<file path="src/rtl/oag_defs.svh">
`ifndef OAG_DEFS_SVH
`define OAG_DEFS_SVH
// ----------------------------------------
// Widths
// ----------------------------------------
`define OAG_AW          16
`define OAG_DW          8
// ----------------------------------------
// Mode codes (mode input)
// ----------------------------------------
`define OAG_M_INH       4'h0
`define OAG_M_IMM       4'h1
`define OAG_M_DIR_S     4'h2
`define OAG_M_DIR_L     4'h3
`define OAG_M_IDX_0     4'h4
`define OAG_M_IDX_S     4'h5
`define OAG_M_IDX_L     4'h6
`define OAG_M_IND_S     4'h7
`define OAG_M_IND_L     4'h8
`define OAG_M_IIX_S     4'h9
`define OAG_M_IIX_L     4'hA
`define OAG_M_REL_D     4'hB
`define OAG_M_REL_I     4'hC
// ----------------------------------------
// Reset values
// ----------------------------------------
`define OAG_ADDR_RST    16'h0000
`define OAG_BYTE_RST    8'h00
`endif

</file>
<file path="src/rtl/oag_pkg.sv">
package oag_pkg;
  typedef logic [3:0]  oag_mode_t;
  typedef logic [15:0] oag_addr_t;
  typedef logic [7:0]  oag_byte_t;
endpackage

</file>
<file path="src/rtl/oag_mem_if.sv">
`timescale 1ns/1ns
// ----------------------------------------
// Byte read channel between sequencer and memory port
// ----------------------------------------
interface oag_mem_if;
  logic        req;
  logic [15:0] addr;
  logic        vld;
  logic [7:0]  data;
  modport ctl (output req, output addr, input vld, input data);
  modport prt (input req, input addr, output vld, output data);
endinterface

</file>
<file path="src/rtl/oag_mem_port.sv">
`timescale 1ns/1ns
`include "oag_defs.svh"
// ----------------------------------------
// Registered memory port, one read at a time
// ----------------------------------------
module oag_mem_port (
  input  wire logic             clk,
  input  wire logic             srst,
  oag_mem_if.prt                mi,
  output logic                  mem_rd_r,
  output logic [15:0]           mem_addr_r,
  input  wire logic             mem_rvalid,
  input  wire logic [7:0]       mem_rdata
);
  logic busy_r;
  assign mi.vld  = busy_r & mem_rvalid;
  assign mi.data = mem_rdata;
  always_ff @(posedge clk) begin
    if (srst) begin
      busy_r     <= 1'b0;
      mem_rd_r   <= 1'b0;
      mem_addr_r <= `OAG_ADDR_RST;
    end else begin
      mem_rd_r <= mi.req & ~busy_r;
      if (mi.req & ~busy_r) begin
        busy_r     <= 1'b1;
        mem_addr_r <= mi.addr;
      end else if (mi.vld) begin
        busy_r <= 1'b0;
      end
    end
  end
endmodule // oag_mem_port

</file>
<file path="src/rtl/oag_top.sv">
`timescale 1ns/1ns
`include "oag_defs.svh"
// Notes on behaviour
// - Inherent mode needs no bytes after the opcode.
// - Immediate mode reads one byte, used as operand value.
// - Short direct: one address byte, address range 00 to FF.
// - Long direct: two address bytes, whole 64 Kbyte space.
// - Indexed address is unsigned sum of chosen index and offset.
// - Indexed no offset: no extra byte, address is index alone.
// - Short indexed: one offset byte plus index, range 00 to 1FE.
// - Long indexed: two offset bytes plus index, full space.
// - Indirect: pointer read from memory at the byte after opcode.
// - Short indirect: one-byte pointer, range 00 to FF.
// - Long indirect: two-byte pointer read, full space.
// - Indirect indexed: unsigned sum of index and fetched pointer.
// - Short indirect indexed: byte pointer plus index, 00 to 1FE.
// - Short direct and indirect forms reach page zero only; all short forms take fewer cycles.
// - Read-modify-write instructions refuse long forms only.
// - Long forms reach the whole space at extra bytes and cycles.
// - Relative mode adds a signed 8-bit offset to the PC.
// - Relative indirect reads offset from memory; direct uses next byte.
module oag_top
  import oag_pkg::*;
(
  input  wire logic             clk,
  input  wire logic             srst,
  input  wire logic             start,
  input  wire oag_pkg::oag_mode_t mode,
  input  wire logic             rmw,
  input  wire logic             idx_sel,
  input  wire oag_pkg::oag_byte_t idx_x,
  input  wire oag_pkg::oag_byte_t idx_y,
  input  wire oag_pkg::oag_addr_t pc_next,
  input  wire logic             opnd_vld,
  input  wire oag_pkg::oag_byte_t opnd_byte,
  output logic [1:0]            bytes_left_r,
  output logic                  busy_r,
  output logic                  done_r,
  output logic                  illegal_r,
  output logic                  imm_vld_r,
  output oag_pkg::oag_byte_t    imm_r,
  output oag_pkg::oag_addr_t    ea_r,
  output logic                  mem_rd_r,
  output oag_pkg::oag_addr_t    mem_addr_r,
  input  wire logic             mem_rvalid,
  input  wire oag_pkg::oag_byte_t mem_rdata
);
  import oag_pkg::*;

  // ----------------------------------------
  // States
  // ----------------------------------------
  typedef enum logic [4:0] {
    OAG_IDLE = 5'b00001,
    OAG_OPND = 5'b00010,
    OAG_PHI  = 5'b00100,
    OAG_PLO  = 5'b01000,
    OAG_FIN  = 5'b10000
  } oag_state_e;

  oag_state_e st_r, st_nxt;
  oag_mode_t  mode_r;
  logic       xsel_r;
  logic [7:0] idx_r;
  logic [15:0] opw_r;
  logic [15:0] ptr_r;
  logic [15:0] pc_r;
  logic [1:0] cnt_r;

  oag_mem_if mi ();

  oag_mem_port u_port (
    .clk        (clk),
    .srst       (srst),
    .mi         (mi),
    .mem_rd_r   (mem_rd_r),
    .mem_addr_r (mem_addr_r),
    .mem_rvalid (mem_rvalid),
    .mem_rdata  (mem_rdata)
  );

  // ----------------------------------------
  // Mode decoding
  // ----------------------------------------
  function automatic logic [1:0] oag_len(input oag_mode_t m);
    unique case (m)
      `OAG_M_INH, `OAG_M_IDX_0: oag_len = 2'd0;
      `OAG_M_DIR_L, `OAG_M_IDX_L: oag_len = 2'd2;
      default: oag_len = 2'd1;
    endcase
  endfunction

  function automatic logic oag_is_long(input oag_mode_t m);
    oag_is_long = (m == `OAG_M_DIR_L) || (m == `OAG_M_IDX_L) ||
                  (m == `OAG_M_IND_L) || (m == `OAG_M_IIX_L);
  endfunction

  function automatic logic oag_is_ind(input oag_mode_t m);
    oag_is_ind = (m == `OAG_M_IND_S) || (m == `OAG_M_IND_L) ||
                 (m == `OAG_M_IIX_S) || (m == `OAG_M_IIX_L) ||
                 (m == `OAG_M_REL_I);
  endfunction

  // Codes above the table and long forms under read-modify-write refused
  wire        bad_code  = (mode > `OAG_M_REL_I);
  wire        bad_rmw   = rmw & oag_is_long(mode);
  wire        refuse    = bad_code | bad_rmw;
  wire [1:0]  len_dec   = oag_len(mode);
  wire        ind_r     = oag_is_ind(mode_r);
  wire        ptr_word  = (mode_r == `OAG_M_IND_L) | (mode_r == `OAG_M_IIX_L);
  wire        idx_mode  = (mode_r == `OAG_M_IDX_0) | (mode_r == `OAG_M_IDX_S) |
                          (mode_r == `OAG_M_IDX_L) | (mode_r == `OAG_M_IIX_S) |
                          (mode_r == `OAG_M_IIX_L);
  wire [7:0]  idx_pick  = idx_sel ? idx_y : idx_x;

  // ----------------------------------------
  // Effective address
  // ----------------------------------------
  // Pointer address is the single byte after the opcode, page zero only
  wire [15:0] ptr_addr  = {8'h00, opw_r[7:0]};
  wire [15:0] ptr_lo    = ptr_addr + 16'h0001;
  wire [15:0] base      = ind_r ? ptr_r : opw_r;
  wire [15:0] idx_add   = idx_mode ? {8'h00, idx_r} : 16'h0000;
  // Unsigned sum; short forms top out at 1FE, long ones wrap in 64K
  wire [15:0] ea_sum    = base + idx_add;
  wire [7:0]  rel_off   = ind_r ? ptr_r[7:0] : opw_r[7:0];
  wire [15:0] ea_rel    = pc_r + {{8{rel_off[7]}}, rel_off};
  wire        rel_mode  = (mode_r == `OAG_M_REL_D) | (mode_r == `OAG_M_REL_I);
  wire [15:0] ea_fin    = rel_mode ? ea_rel : ea_sum;

  assign mi.req  = (st_r == OAG_PHI) | (st_r == OAG_PLO);
  assign mi.addr = (st_r == OAG_PLO) ? ptr_lo : ptr_addr;

  wire last_opnd = opnd_vld & (cnt_r == 2'd1);

  // ----------------------------------------
  // Next state
  // ----------------------------------------
  always_comb begin
    st_nxt = st_r;
    unique case (st_r)
      OAG_IDLE: if (start & ~refuse) st_nxt = (len_dec == 2'd0) ? OAG_FIN : OAG_OPND;
      OAG_OPND: if (last_opnd) st_nxt = ind_r ? OAG_PHI : OAG_FIN;
      // Word pointer: high byte first, then low byte at next address
      OAG_PHI:  if (mi.vld) st_nxt = ptr_word ? OAG_PLO : OAG_FIN;
      OAG_PLO:  if (mi.vld) st_nxt = OAG_FIN;
      OAG_FIN:  st_nxt = OAG_IDLE;
    endcase
  end

  // ----------------------------------------
  // Registers
  // ----------------------------------------
  always_ff @(posedge clk) begin
    if (srst) begin
      st_r         <= OAG_IDLE;
      mode_r       <= `OAG_M_INH;
      xsel_r       <= 1'b0;
      idx_r        <= `OAG_BYTE_RST;
      opw_r        <= `OAG_ADDR_RST;
      ptr_r        <= `OAG_ADDR_RST;
      pc_r         <= `OAG_ADDR_RST;
      cnt_r        <= 2'd0;
      bytes_left_r <= 2'd0;
      busy_r       <= 1'b0;
      done_r       <= 1'b0;
      illegal_r    <= 1'b0;
      imm_vld_r    <= 1'b0;
      imm_r        <= `OAG_BYTE_RST;
      ea_r         <= `OAG_ADDR_RST;
    end else begin
      st_r      <= st_nxt;
      done_r    <= 1'b0;
      imm_vld_r <= 1'b0;
      illegal_r <= (st_r == OAG_IDLE) & start & refuse;
      if ((st_r == OAG_IDLE) & start & ~refuse) begin
        mode_r       <= mode;
        xsel_r       <= idx_sel;
        idx_r        <= idx_pick;
        pc_r         <= pc_next;
        opw_r        <= `OAG_ADDR_RST;
        cnt_r        <= len_dec;
        bytes_left_r <= len_dec;
        busy_r       <= 1'b1;
      end
      if ((st_r == OAG_OPND) & opnd_vld) begin
        // Multi-byte words arrive high byte first
        opw_r        <= {opw_r[7:0], opnd_byte};
        cnt_r        <= cnt_r - 2'd1;
        bytes_left_r <= cnt_r - 2'd1;
      end
      if (mi.vld) begin
        ptr_r <= ptr_word ? {ptr_r[7:0], mi.data} : {8'h00, mi.data};
      end
      if (st_r == OAG_FIN) begin
        // Only after all pointer bytes are in
        ea_r      <= ea_fin;
        imm_r     <= opw_r[7:0];
        imm_vld_r <= (mode_r == `OAG_M_IMM);
        done_r    <= 1'b1;
        busy_r    <= 1'b0;
      end
    end
  end

endmodule // oag_top

</file>
<file path="config.mk">
export PLATFORM = sky130hd
export DESIGN_NAME = oag_top
export DESIGN_NICKNAME = d
export VERILOG_FILES = /design/src/rtl/oag_pkg.sv /design/src/rtl/oag_mem_if.sv /design/src/rtl/oag_mem_port.sv /design/src/rtl/oag_top.sv
export VERILOG_INCLUDE_DIRS = /design/src /design/src/rtl
export SDC_FILE = /design/constraint.sdc
export NUM_CORES = 1
export LEC_CHECK = 0
export ABC_AREA = 0
export BUFFER_PORTS_ARGS = -buffer_cell sky130_fd_sc_hd__clkbuf_2
export CAP_MARGIN = 20
export CELL_PAD_IN_SITES_DETAIL_PLACEMENT = 0
export CELL_PAD_IN_SITES_GLOBAL_PLACEMENT = 1
export CORE_MARGIN = 2
export CORE_UTILIZATION = 45
export CTS_CLUSTER_DIAMETER = 200
export DETAILED_ROUTE_END_ITERATION = 10
export GPL_ROUTABILITY_DRIVEN = 0
export PLACE_DENSITY_LB_ADDON = 0.1
export SKIP_LAST_GASP = 1
export SYNTH_ARGS = -nofsm -noshare
export SYNTH_HDL_FRONTEND = slang
export SYNTH_SLANG_ARGS = --single-unit
export TNS_END_PERCENT = 1
</file>
<file path="constraint.sdc">
create_clock -name clk -period 8.4 [get_ports clk]
set_clock_uncertainty 0.05 [all_clocks]
set_input_delay 0.42 -clock clk [delete_from_list [all_inputs] [get_ports clk]]
set_output_delay 0.42 -clock clk [all_outputs]
set_load 0.03 [all_outputs]
</file>
==> flow_summary.yaml, run 1 <==
run_status:
  status: "finished, final reports clean"
critical_path:
  critical_path.startpoint_type: "register"
  r2r_slack_ns: 4.09
  required_ns: 8.59
  endpoint_kind: "register"
  path_class: "reg -> reg"
  cp_max_fo: 20
  critPathArrivalTime_ns: 4.50
cts:
  clk_path_buf_depth: 2
  cts_made_buffers: 9
  cts_hold_buf: 0
  cts_root_buf: "clkbuf_16"
  post_cts_buffers: 0
  h-tree-depth: 3
  cts_tree: "built"
  cts_sinks: 106
  cts_resized: 0
  clkSlewWorstSetupHoldPaths_ns: 0.08
  clk_latency_ns: 0.36
power_and_ir_drop:
  switching_share: 0.283
  p_per_area_mw_per_mm2: 168
  internal_power_uw: 813
  pwr-share-seq: 0.475
  ir_drop_mv: 0.168
  p_switching_uw: 320
  pwr-share-clk: 0.395
  p_leak_nw: 2.73
  combPwrFrac: 0.130
yosys:
  ys_seq_area_frac: 0.360
  synth_cell_types: 66
  synth_ff_type: "dfxtp_1"
  yosysWarningCount: 0
  synth_seq_cells: 106
  yosysTopAreaCell: "dfxtp_1"
  synth.top_cells.by_area: "dfxtp_1, nand2_1, a21oi_1, ha_1, a211oi_1"
  synth.top_cell.area_share: 0.360
  synthesis.area_sq_mm: 0.00589
  synthMostInstantiatedCell: "nand2_1"
  synth_common_cells: "nand2_1, dfxtp_1, a21oi_1"
  syn_inst: 724
  synth_edf_count: 0
  syn_avg_cell_area_sq_um: 8.14
  synth-async-reset-ratio: 0
placement:
  placed_area_sq_mm: 0.00643
  dp_hpwl_mm: 11.4
  numPortBuffers: 98
routing:
  drc_errors: 0
  via_count: 5315
  drt_iter0_drc: 351
  drt.antenna.violating_nets: 0
  routedWlPerCell_microns: 16.0
  via_per_inst: 5.47
  drt_first_pass_iters: 4
  drt_wl_total_mm: 15.6
sta:
  fin_crit_ns: 4.31
  final_hold_viol_count: 0
  fin_crit_sh: 0.513
  worstMarginPinSlew_ns: 0.966
  setup_viol_count_final: 0
  rsz0062_at_grt: "false"
  finalMaxSlewViolations: 0
  fin_tns_setup_ns: 0
  max_freq_mhz: 232
  relSlewSlack: 0.354
cells_and_area:
  multi_input_area_sq_mm: 0.00354
  fill_cells: 1300
  seqCellArea_sq_mm: 0.00212
  final_cell_area_sq_mm: 0.00674
  drive_gt1_frac: 0.175
  nets: 883
  num_antenna_cells: 0
  area_delta_synth_final_pct: 14.4
worst_hold_path:
  hold_path.class: "in -> reg"
floorplanning:
  initial_core_util: 0.463
  die-height_microns: 118
  core_sq_mm: 0.0127
  die-area_sq_mm: 0.0140
  rows: 41
  fp.dieW_microns: 118
  io_pins: 106
job:
  max_cap_violations: 0
global_routing:
  grt_pass1_wl_mm: 25.6
  grt_max_degree: 59
  grt_pass1_vias: 5075
  overflow: 0
  antenna_found_initial: 0
  grtUsageTotal: 0.226
## sequential cells by signal, indices dropped and copies added (netlist names)
register	cells
ea_r	16
opw_r	16
pc_r	16
ptr_r	16
u_port.mem_addr_r	9
idx_r	8
imm_r	8
st_r	5
mode_r	4
cnt_r	2
busy_r	1
done_r	1
illegal_r	1
imm_vld_r	1
u_port.busy_r	1
u_port.mem_rd_r	1
## through the flow
stage | hold WS (ns) | utilization | std cells | setup WS, ns | total power, mW
global placement | 0.393 | 0.506 | 956 | 4.24 | 0.694
detailed placement | 0.397 | 0.506 | 956 | 4.14 | 0.697
floorplan | 0.391 | - | 730 | 4.69 | 0.654
global route | 0.213 | 0.530 | 972 | 3.64 | 1.18
CTS | 0.214 | 0.530 | 972 | 4.13 | 1.14
finish | 0.216 | 0.530 | 972 | 4.09 | 1.13
## power by group through the flow
stage	Clock, mW	Sequential (mW)	Combinational [mW]
after global placement	0	0.550	0.145
after floorplan	0	0.545	0.109
final	0.448	0.538	0.147
after global routing	0.476	0.541	0.164
after CTS	0.457	0.538	0.148
after detailed placement	0	0.550	0.147
## cell usage in the layout, fill, tap and decap left out, types with 17 or more instances in the layout
cell type / n
o21ai_0: 20
ha_1: 27
nand3_1: 28
nand2_1: 123
a211oi_1: 28
nor2_1: 54
mux2i_1: 17
dfxtp_1: 106
a21oi_1: 74
clkbuf_2: 98
## metal layers
layer / vias to the layer above / track usage / share of wire
met5: - / 0 / 0
met4: 0 / 0.0558 / 0.014
met3: 17 / 0.0545 / 0.044
met2: 118 / 0.359 / 0.46
met1: 2467 / 0.308 / 0.48
li1: 2713 / - / -
## path summary, 6_finish.rpt
check	cells past startpoint	start	to
worst max-delay path	12	mode_r[1]	ea_r[15]
worst min-delay path	3	pc_next[5]	pc_r[5]
worst max register to register	12	mode_r[1]	ea_r[15]
worst min register to register	2	pc_r[4]	pc_r[4]
## final cells by class
cell class	instances	area share
Clock buffer	9	0.0334
Multi-Input combinational cell	566	0.525
Inverter	10	0.00557
Timing Repair Buffer	102	0.0772
Sequential cell	106	0.315
Clock inverter	7	0.0124
Tap cell	172	0.0319
## logic make-up after synthesis
group / Yosys count / synth area share
fa+ha+maj: 30 / 0.0660
xor+xnor: 28 / 0.0416
compound gates: 193 / 0.215
buf+inv: 58 / 0.0442
simple gates: 281 / 0.224
other cells: 1 / 0.000636
mux: 27 / 0.0486
flops: 106 / 0.360
## worst max-delay path, stage by stage (launching register included)
cell	delay (ns)
dfxtp_1	0.70
nand2_2	0.34
o22ai_4	0.59
mux2i_1	0.36
inv_1	0.25
ha_1	0.41
a211oi_1	0.46
nand2_1	0.09
a2111oi_0	0.39
a22oi_1	0.15
xnor2_1	0.16
a22oi_1	0.16
o21ai_1	0.09
No activity file was read; power rests on OpenSTA's default activity.
==> run 2: changes to the inputs <==
- ABC_AREA: 0 -> 1
- CORE_UTILIZATION: 45 -> 36
- clock period: 8.4 -> 3.8 ns (I/O delays scaled with it)
==> run 2 against run 1 <==
  * Combinational power rose to 6.2 times the previous value
  * Flip-flop and latch count did not move
  * Critical path depth grew 5
  * Synthesized area shrank 0.62%
  * Via count grew 9.1%
  * Non-clock buffer count up 6
  * Cell count up 20%
  * Core utilization decreased by 10 points
  * Register-to-register slack worse by 3.7 ns
  * Routed wire length grew 13%
  * Cell area increased by 1.1%
  * Sequential share of layout area shrank 0.34 points
==> flow_summary.yaml, run 2 <==
run_status:
  status: "finished, final reports clean"
sta:
  finalMaxSlewViolations: 0
  max_freq_mhz: 295
  fin_tns_setup_ns: 0
  relSlewSlack: 0.454
  final_hold_viol_count: 0
  fin_crit_sh: 0.891
  fin_crit_ns: 3.39
  worstMarginPinSlew_ns: 0.816
  rsz0062_at_grt: "false"
  setup_viol_count_final: 0
power_and_ir_drop:
  ir_drop_mv: 0.216
  p_per_area_mw_per_mm2: 468
  total_power_mw: 3.19
  p_leak_nw: 3.10
job:
  max_cap_violations: 0
global_routing:
  grt_pass1_wl_mm: 28.9
  overflow: 0
  grt_pass1_vias: 5709
  grtUsageTotal: 0.208
  grt_max_degree: 45
  antenna_found_initial: 0
critical_path:
  worst-path-stages: 17
  endpoint_kind: "register"
  critical_path.startpoint_type: "register"
  required_ns: 4.01
  critical-path-max-stage-delay_ns: 0.43
  cp_num_buf_inv: 2
  worstRegToRegCells: 17
  crit_family: "compound AO/OA/AOI/OAI gates"
  cp_max_fo: 9
  path_class: "reg -> reg"
  slowest_stage: "dfxtp_1"
  critPathArrivalTime_ns: 3.59
  path_cells: "nand2_2, nand3_2, nand3_4, o21ai_0, ha_1, inv_1, fa_1, o21ai_0, a21oi_1, nor2_1, nand2_1, inv_2, a21oi_1, o21ai_0, nand2_1, nand2_1, nand2_1"
  cpMostUsedCell: "nand2_1"
routing:
  drt_iter0_drc: 310
  via_count: 5797
  drt_first_pass_iters: 4
  via_per_inst: 4.98
  routedWlPerCell_microns: 15.2
  drc_errors: 0
  drt.antenna.violating_nets: 0
  drt_wl_total_mm: 17.7
cells_and_area:
  nets: 1031
  area_delta_synth_final_pct: 16.4
  final_cell_mix: "nand2_1, dfxtp_1, a21oi_1"
  final_common_cell: "nand2_1"
  num_antenna_cells: 0
  final_cell_area_sq_mm: 0.00682
  drive_gt1_frac: 0.154
cts:
  cts_made_buffers: 9
  clk_path_buf_depth: 2
  cts_tree: "built"
  h-tree-depth: 3
  cts_sinks: 106
  clk_latency_ns: 0.36
  post_cts_buffers: 0
  clkSlewWorstSetupHoldPaths_ns: 0.08
  cts_root_buf: "clkbuf_16"
worst_hold_path:
  hold_path_depth: 3
  hold_path.class: "in -> reg"
floorplanning:
  die-height_microns: 132
  rows: 46
  die-area_sq_mm: 0.0173
  core_sq_mm: 0.0159
  io_pins: 106
  initial_core_util: 0.369
  fp.dieW_microns: 132
yosys:
  syn_avg_cell_area_sq_um: 6.87
  yosysTopAreaCell: "dfxtp_1"
  synth.top_cell.area_share: 0.362
  synth_common_cells: "nand2_1, dfxtp_1, a21oi_1"
  synth_ff_type: "dfxtp_1"
  synth-async-reset-ratio: 0
  ys_seq_area_frac: 0.362
  synth_cell_types: 46
  synthesis.area_sq_mm: 0.00586
  synth_edf_count: 0
  synth_seq_cells: 106
  yosysWarningCount: 0
  syn_inst: 853
  synthMostInstantiatedCell: "nand2_1"
  synth.top_cells.by_area: "dfxtp_1, nand2_1, a21oi_1, o21ai_0, inv_1"
placement:
  numPortBuffers: 98
  placed_area_sq_mm: 0.00652
  dp_hpwl_mm: 13.8
==> run 2: final cells by class <==
cell class	count	area [sq um]
Fill cell	1749	9070
Multi-Input combinational cell	615	3190
Sequential cell	106	2120
Timing Repair Buffer	108	568
Inverter	103	387
Tap cell	216	270
Clock buffer	9	225
Clock inverter	7	58.8
==> run 2: what timing repair did <==
action                                  4_1_cts  5_1_grt
endpoints found under the setup margin        0        2
hold buffers                                  1        0
gates resized for setup                       0        1
hold endpoints to repair                      1        0
==> run 2: logic make-up (layout without fill, tap and decap cells) <==
logic type      Yosys count  in the layout  synth area share
compound gates          221            221             0.203
xor+xnor                 13             13            0.0194
fa+ha+maj                29             29            0.0645
buf+inv                 138            227            0.0976
flops                   106            106             0.362
other cells               1              7          0.000640
simple gates            345            345             0.253
==> run 2: where the power goes <==
part	internal [mW]	switching [mW]
combinational	0.277	0.639
clock	0.457	0.466
sequential	1.25	0.103
total	1.98	1.21
==> run 2: layer usage <==
metal,part of all wire,vias up,GRT usage,wire [microns]
met5,0,-,0,0
met4,0.022,0,0.0713,382
met3,0.032,21,0.0289,559
met2,0.49,105,0.366,8680
met1,0.46,2696,0.260,8050
li1,-,2975,-,-
==> run 2: tightest hold or removal path, cell delays in order <==
cell	delay, ns
clkbuf_2	0.08
nand2_1	0.05
a21oi_1	0.05
==> run 2: worst paths after layout <==
kind / slack, ns / end / startpoint
worst max-delay path: 0.41 / ea_r[14] / mode_r[0]
worst min-delay path: 0.007 / opw_r[2] / opnd_byte[2]
worst max register to register: 0.41 / ea_r[14] / mode_r[0]
worst min register to register: 0.41 / ea_r[7] / ea_r[7]
==> run 2: metrics by stage <==
step	instances	util	worst slack (ns)	hold slack, ns
floorplan	859	-	0.722	0.283
global placement	1147	0.411	0.454	0.374
detailed placement	1147	0.411	0.259	0.382
CTS	1164	0.429	0.249	0.000245
global route	1164	0.429	0.112	0.00971
finish	1164	0.429	0.414	0.00732
==> run 3: changes to the inputs <==
- CAP_MARGIN: 20 -> default
- CORE_UTILIZATION: 36 -> 40
- clock period: 3.8 -> 3.25 ns (I/O delays scaled with it)
==> run 3 against run 2 <==
  * Flip-flop and latch count did not move
  * Cell count fell by 0.43%
  * Die area fell by 9.7%
  * Register-to-register slack got worse by 0.21 ns
  * Critical path depth fell by 2
  * Clock-buffer cell count rose by 2
  * Total power rose by 18%
  * Cell area rose by 3.5%
  * Combinational power rose by 21%
  * Global-route usage rose by 1.7 points
  * Largest cell class unchanged
==> flow_summary.yaml, run 3 (synthesized netlist as in run 2, its figures left out) <==
sta:
  setup_viol_count_final: 0
  fin_ws_ns: 0.199
  final_hold_viol_count: 0
  max_freq_mhz: 328
  rsz0062_at_grt: "true"
  fin_tns_setup_ns: 0
  fin_crit_sh: 0.939
  relSlewSlack: 0.406
  finalMaxSlewViolations: 0
  fin_crit_ns: 3.05
  worstMarginPinSlew_ns: 0.885
global_routing:
  grt_pass1_wl_mm: 28.4
  globalRouteMet2Util: 0.404
  grt_pass1_vias: 5761
  use_met3: 0.0372
  use_met1: 0.272
  antenna_found_initial: 0
  overflow: 0
  grt_max_degree: 36
  grt.busiest_layer: "met2"
  grtUsageTotal: 0.225
cells_and_area:
  num_antenna_cells: 0
  nets: 1059
  fin_cells: 1159
  area_delta_synth_final_pct: 20.4
  drive_gt1_frac: 0.159
  final_cell_mix: "nand2_1, dfxtp_1, a21oi_1"
  final_common_cell: "nand2_1"
critical_path:
  endpoint_kind: "register"
  critical-path-max-stage-delay_ns: 0.37
  slowest_stage: "dfxtp_1"
  critical_path.startpoint_type: "register"
  cp_max_fo: 13
  crit_family: "simple AND/OR/NAND/NOR gates"
  critPathArrivalTime_ns: 3.25
  cp_num_buf_inv: 2
  path_cells: "nand2_2, inv_1, nand2_2, nand3_4, buf_4, o21ai_1, ha_1, a21oi_1, nand3_1, nand2_1, nand2_1, o21ai_0, o21ai_1, nand2_1, nand2_1"
  worstRegToRegCells: 15
  path_class: "reg -> reg"
  cpMostUsedCell: "nand2_1"
  required_ns: 3.45
  worst-path-stages: 15
cts:
  h-tree-depth: 3
  cts_made_buffers: 9
  clk_latency_ns: 0.36
  clk_path_buf_depth: 2
  cts_root_buf: "clkbuf_16"
  post_cts_buffers: 0
  cts_tree: "built"
  clkSlewWorstSetupHoldPaths_ns: 0.07
  cts_sinks: 106
placement:
  dp_hpwl_mm: 13.4
  place_ws_ns: 0.00617
  numPortBuffers: 98
  placedCellCount: 1123
floorplanning:
  die-area_sq_mm: 0.0156
  die-height_microns: 125
  fp.dieW_microns: 125
  io_pins: 106
  core_sq_mm: 0.0144
  rows: 44
  initial_core_util: 0.406
worst_hold_path:
  hold_path.class: "in -> reg"
  hold_path_depth: 3
power_and_ir_drop:
  total_power_mw: 3.75
  combPwrFrac: 0.295
  p_switching_mw: 1.37
  switching_share: 0.365
  p_per_area_mw_per_mm2: 532
  p_leak_nw: 3.24
  internal_power_mw: 2.38
  pwr-share-clk: 0.284
  pwr-share-seq: 0.421
  ir_drop_mv: 0.474
routing:
  via_per_inst: 5.03
  drt_iter0_drc: 284
  drc_errors: 0
  drt.antenna.violating_nets: 0
  drt_first_pass_iters: 5
  routedWlPerCell_microns: 14.9
  drt_wl_total_mm: 17.3
  via_count: 5835
run_status:
  status: "finished, final reports clean"
job:
  max_cap_violations: 0
run 3: final timing paths:
| path | startpoint | endpoint | slack, ns |
|---|---|---|---|
| worst max-delay path | mode_r[0] | ea_r[11] | 0.20 |
| worst min-delay path | pc_next[11] | pc_r[11] | 0.01 |
| worst max register to register | mode_r[0] | ea_r[11] | 0.20 |
| worst min register to register | ea_r[9] | ea_r[9] | 0.41 |
run 3: repair_timing:
action / 4_1_cts / 5_1_grt
pin swaps: 0 / 0
hold buffers: 21 / 0
endpoints found under the hold margin: 21 / 0
resized for setup: 1 / 9
endpoints found under the setup margin: 2 / 11
run 3: worst register-to-register path, cell delays in order, from the launching register on:
cell	delay, ns
dfxtp_1	0.37
nand2_2	0.12
inv_1	0.06
nand2_2	0.17
nand3_4	0.18
buf_4	0.22
o21ai_1	0.23
ha_1	0.33
a21oi_1	0.30
nand3_1	0.24
nand2_1	0.11
nand2_1	0.07
o21ai_0	0.25
o21ai_1	0.11
nand2_1	0.09
nand2_1	0.06
run 3: power groups by stage:
| stage | Combinational, mW | Clock (mW) | Sequential, mW |
|---|---|---|---|
| after floorplan | 0.708 | 0 | 1.66 |
| after global placement | 1.07 | 0 | 1.60 |
| after detailed placement | 1.08 | 0 | 1.61 |
| after CTS | 1.10 | 1.11 | 1.58 |
| after global routing | 1.24 | 1.14 | 1.60 |
| final | 1.11 | 1.07 | 1.58 |
run 3: layer usage:
| layer | vias up | wire length [microns] |
|---|---|---|
| li1 | 3030 | - |
| met1 | 2656 | 7640 |
| met2 | 119 | 8580 |
| met3 | 30 | 626 |
| met4 | 0 | 429 |
| met5 | - | 0 |
run 3: through the flow:
step | hold WS [ns] | utilization | cell area [sq um]
2_1_floorplan | 0.256 | - | 5880
3_3_place_gp | 0.348 | 0.454 | 6540
3_5_place_dp | 0.354 | 0.454 | 6540
4_1_cts | 0.00338 | 0.488 | 7040
5_1_grt | 0.0209 | 0.489 | 7050
6_report | 0.0116 | 0.489 | 7050
run 3: final cells by class:
cell class	instances	area, sq um
Clock buffer	11	253
Clock inverter	4	31.3
Fill cell	1514	7370
Inverter	103	387
Multi-Input combinational cell	615	3200
Sequential cell	106	2120
Tap cell	184	230
Timing Repair Buffer	136	828
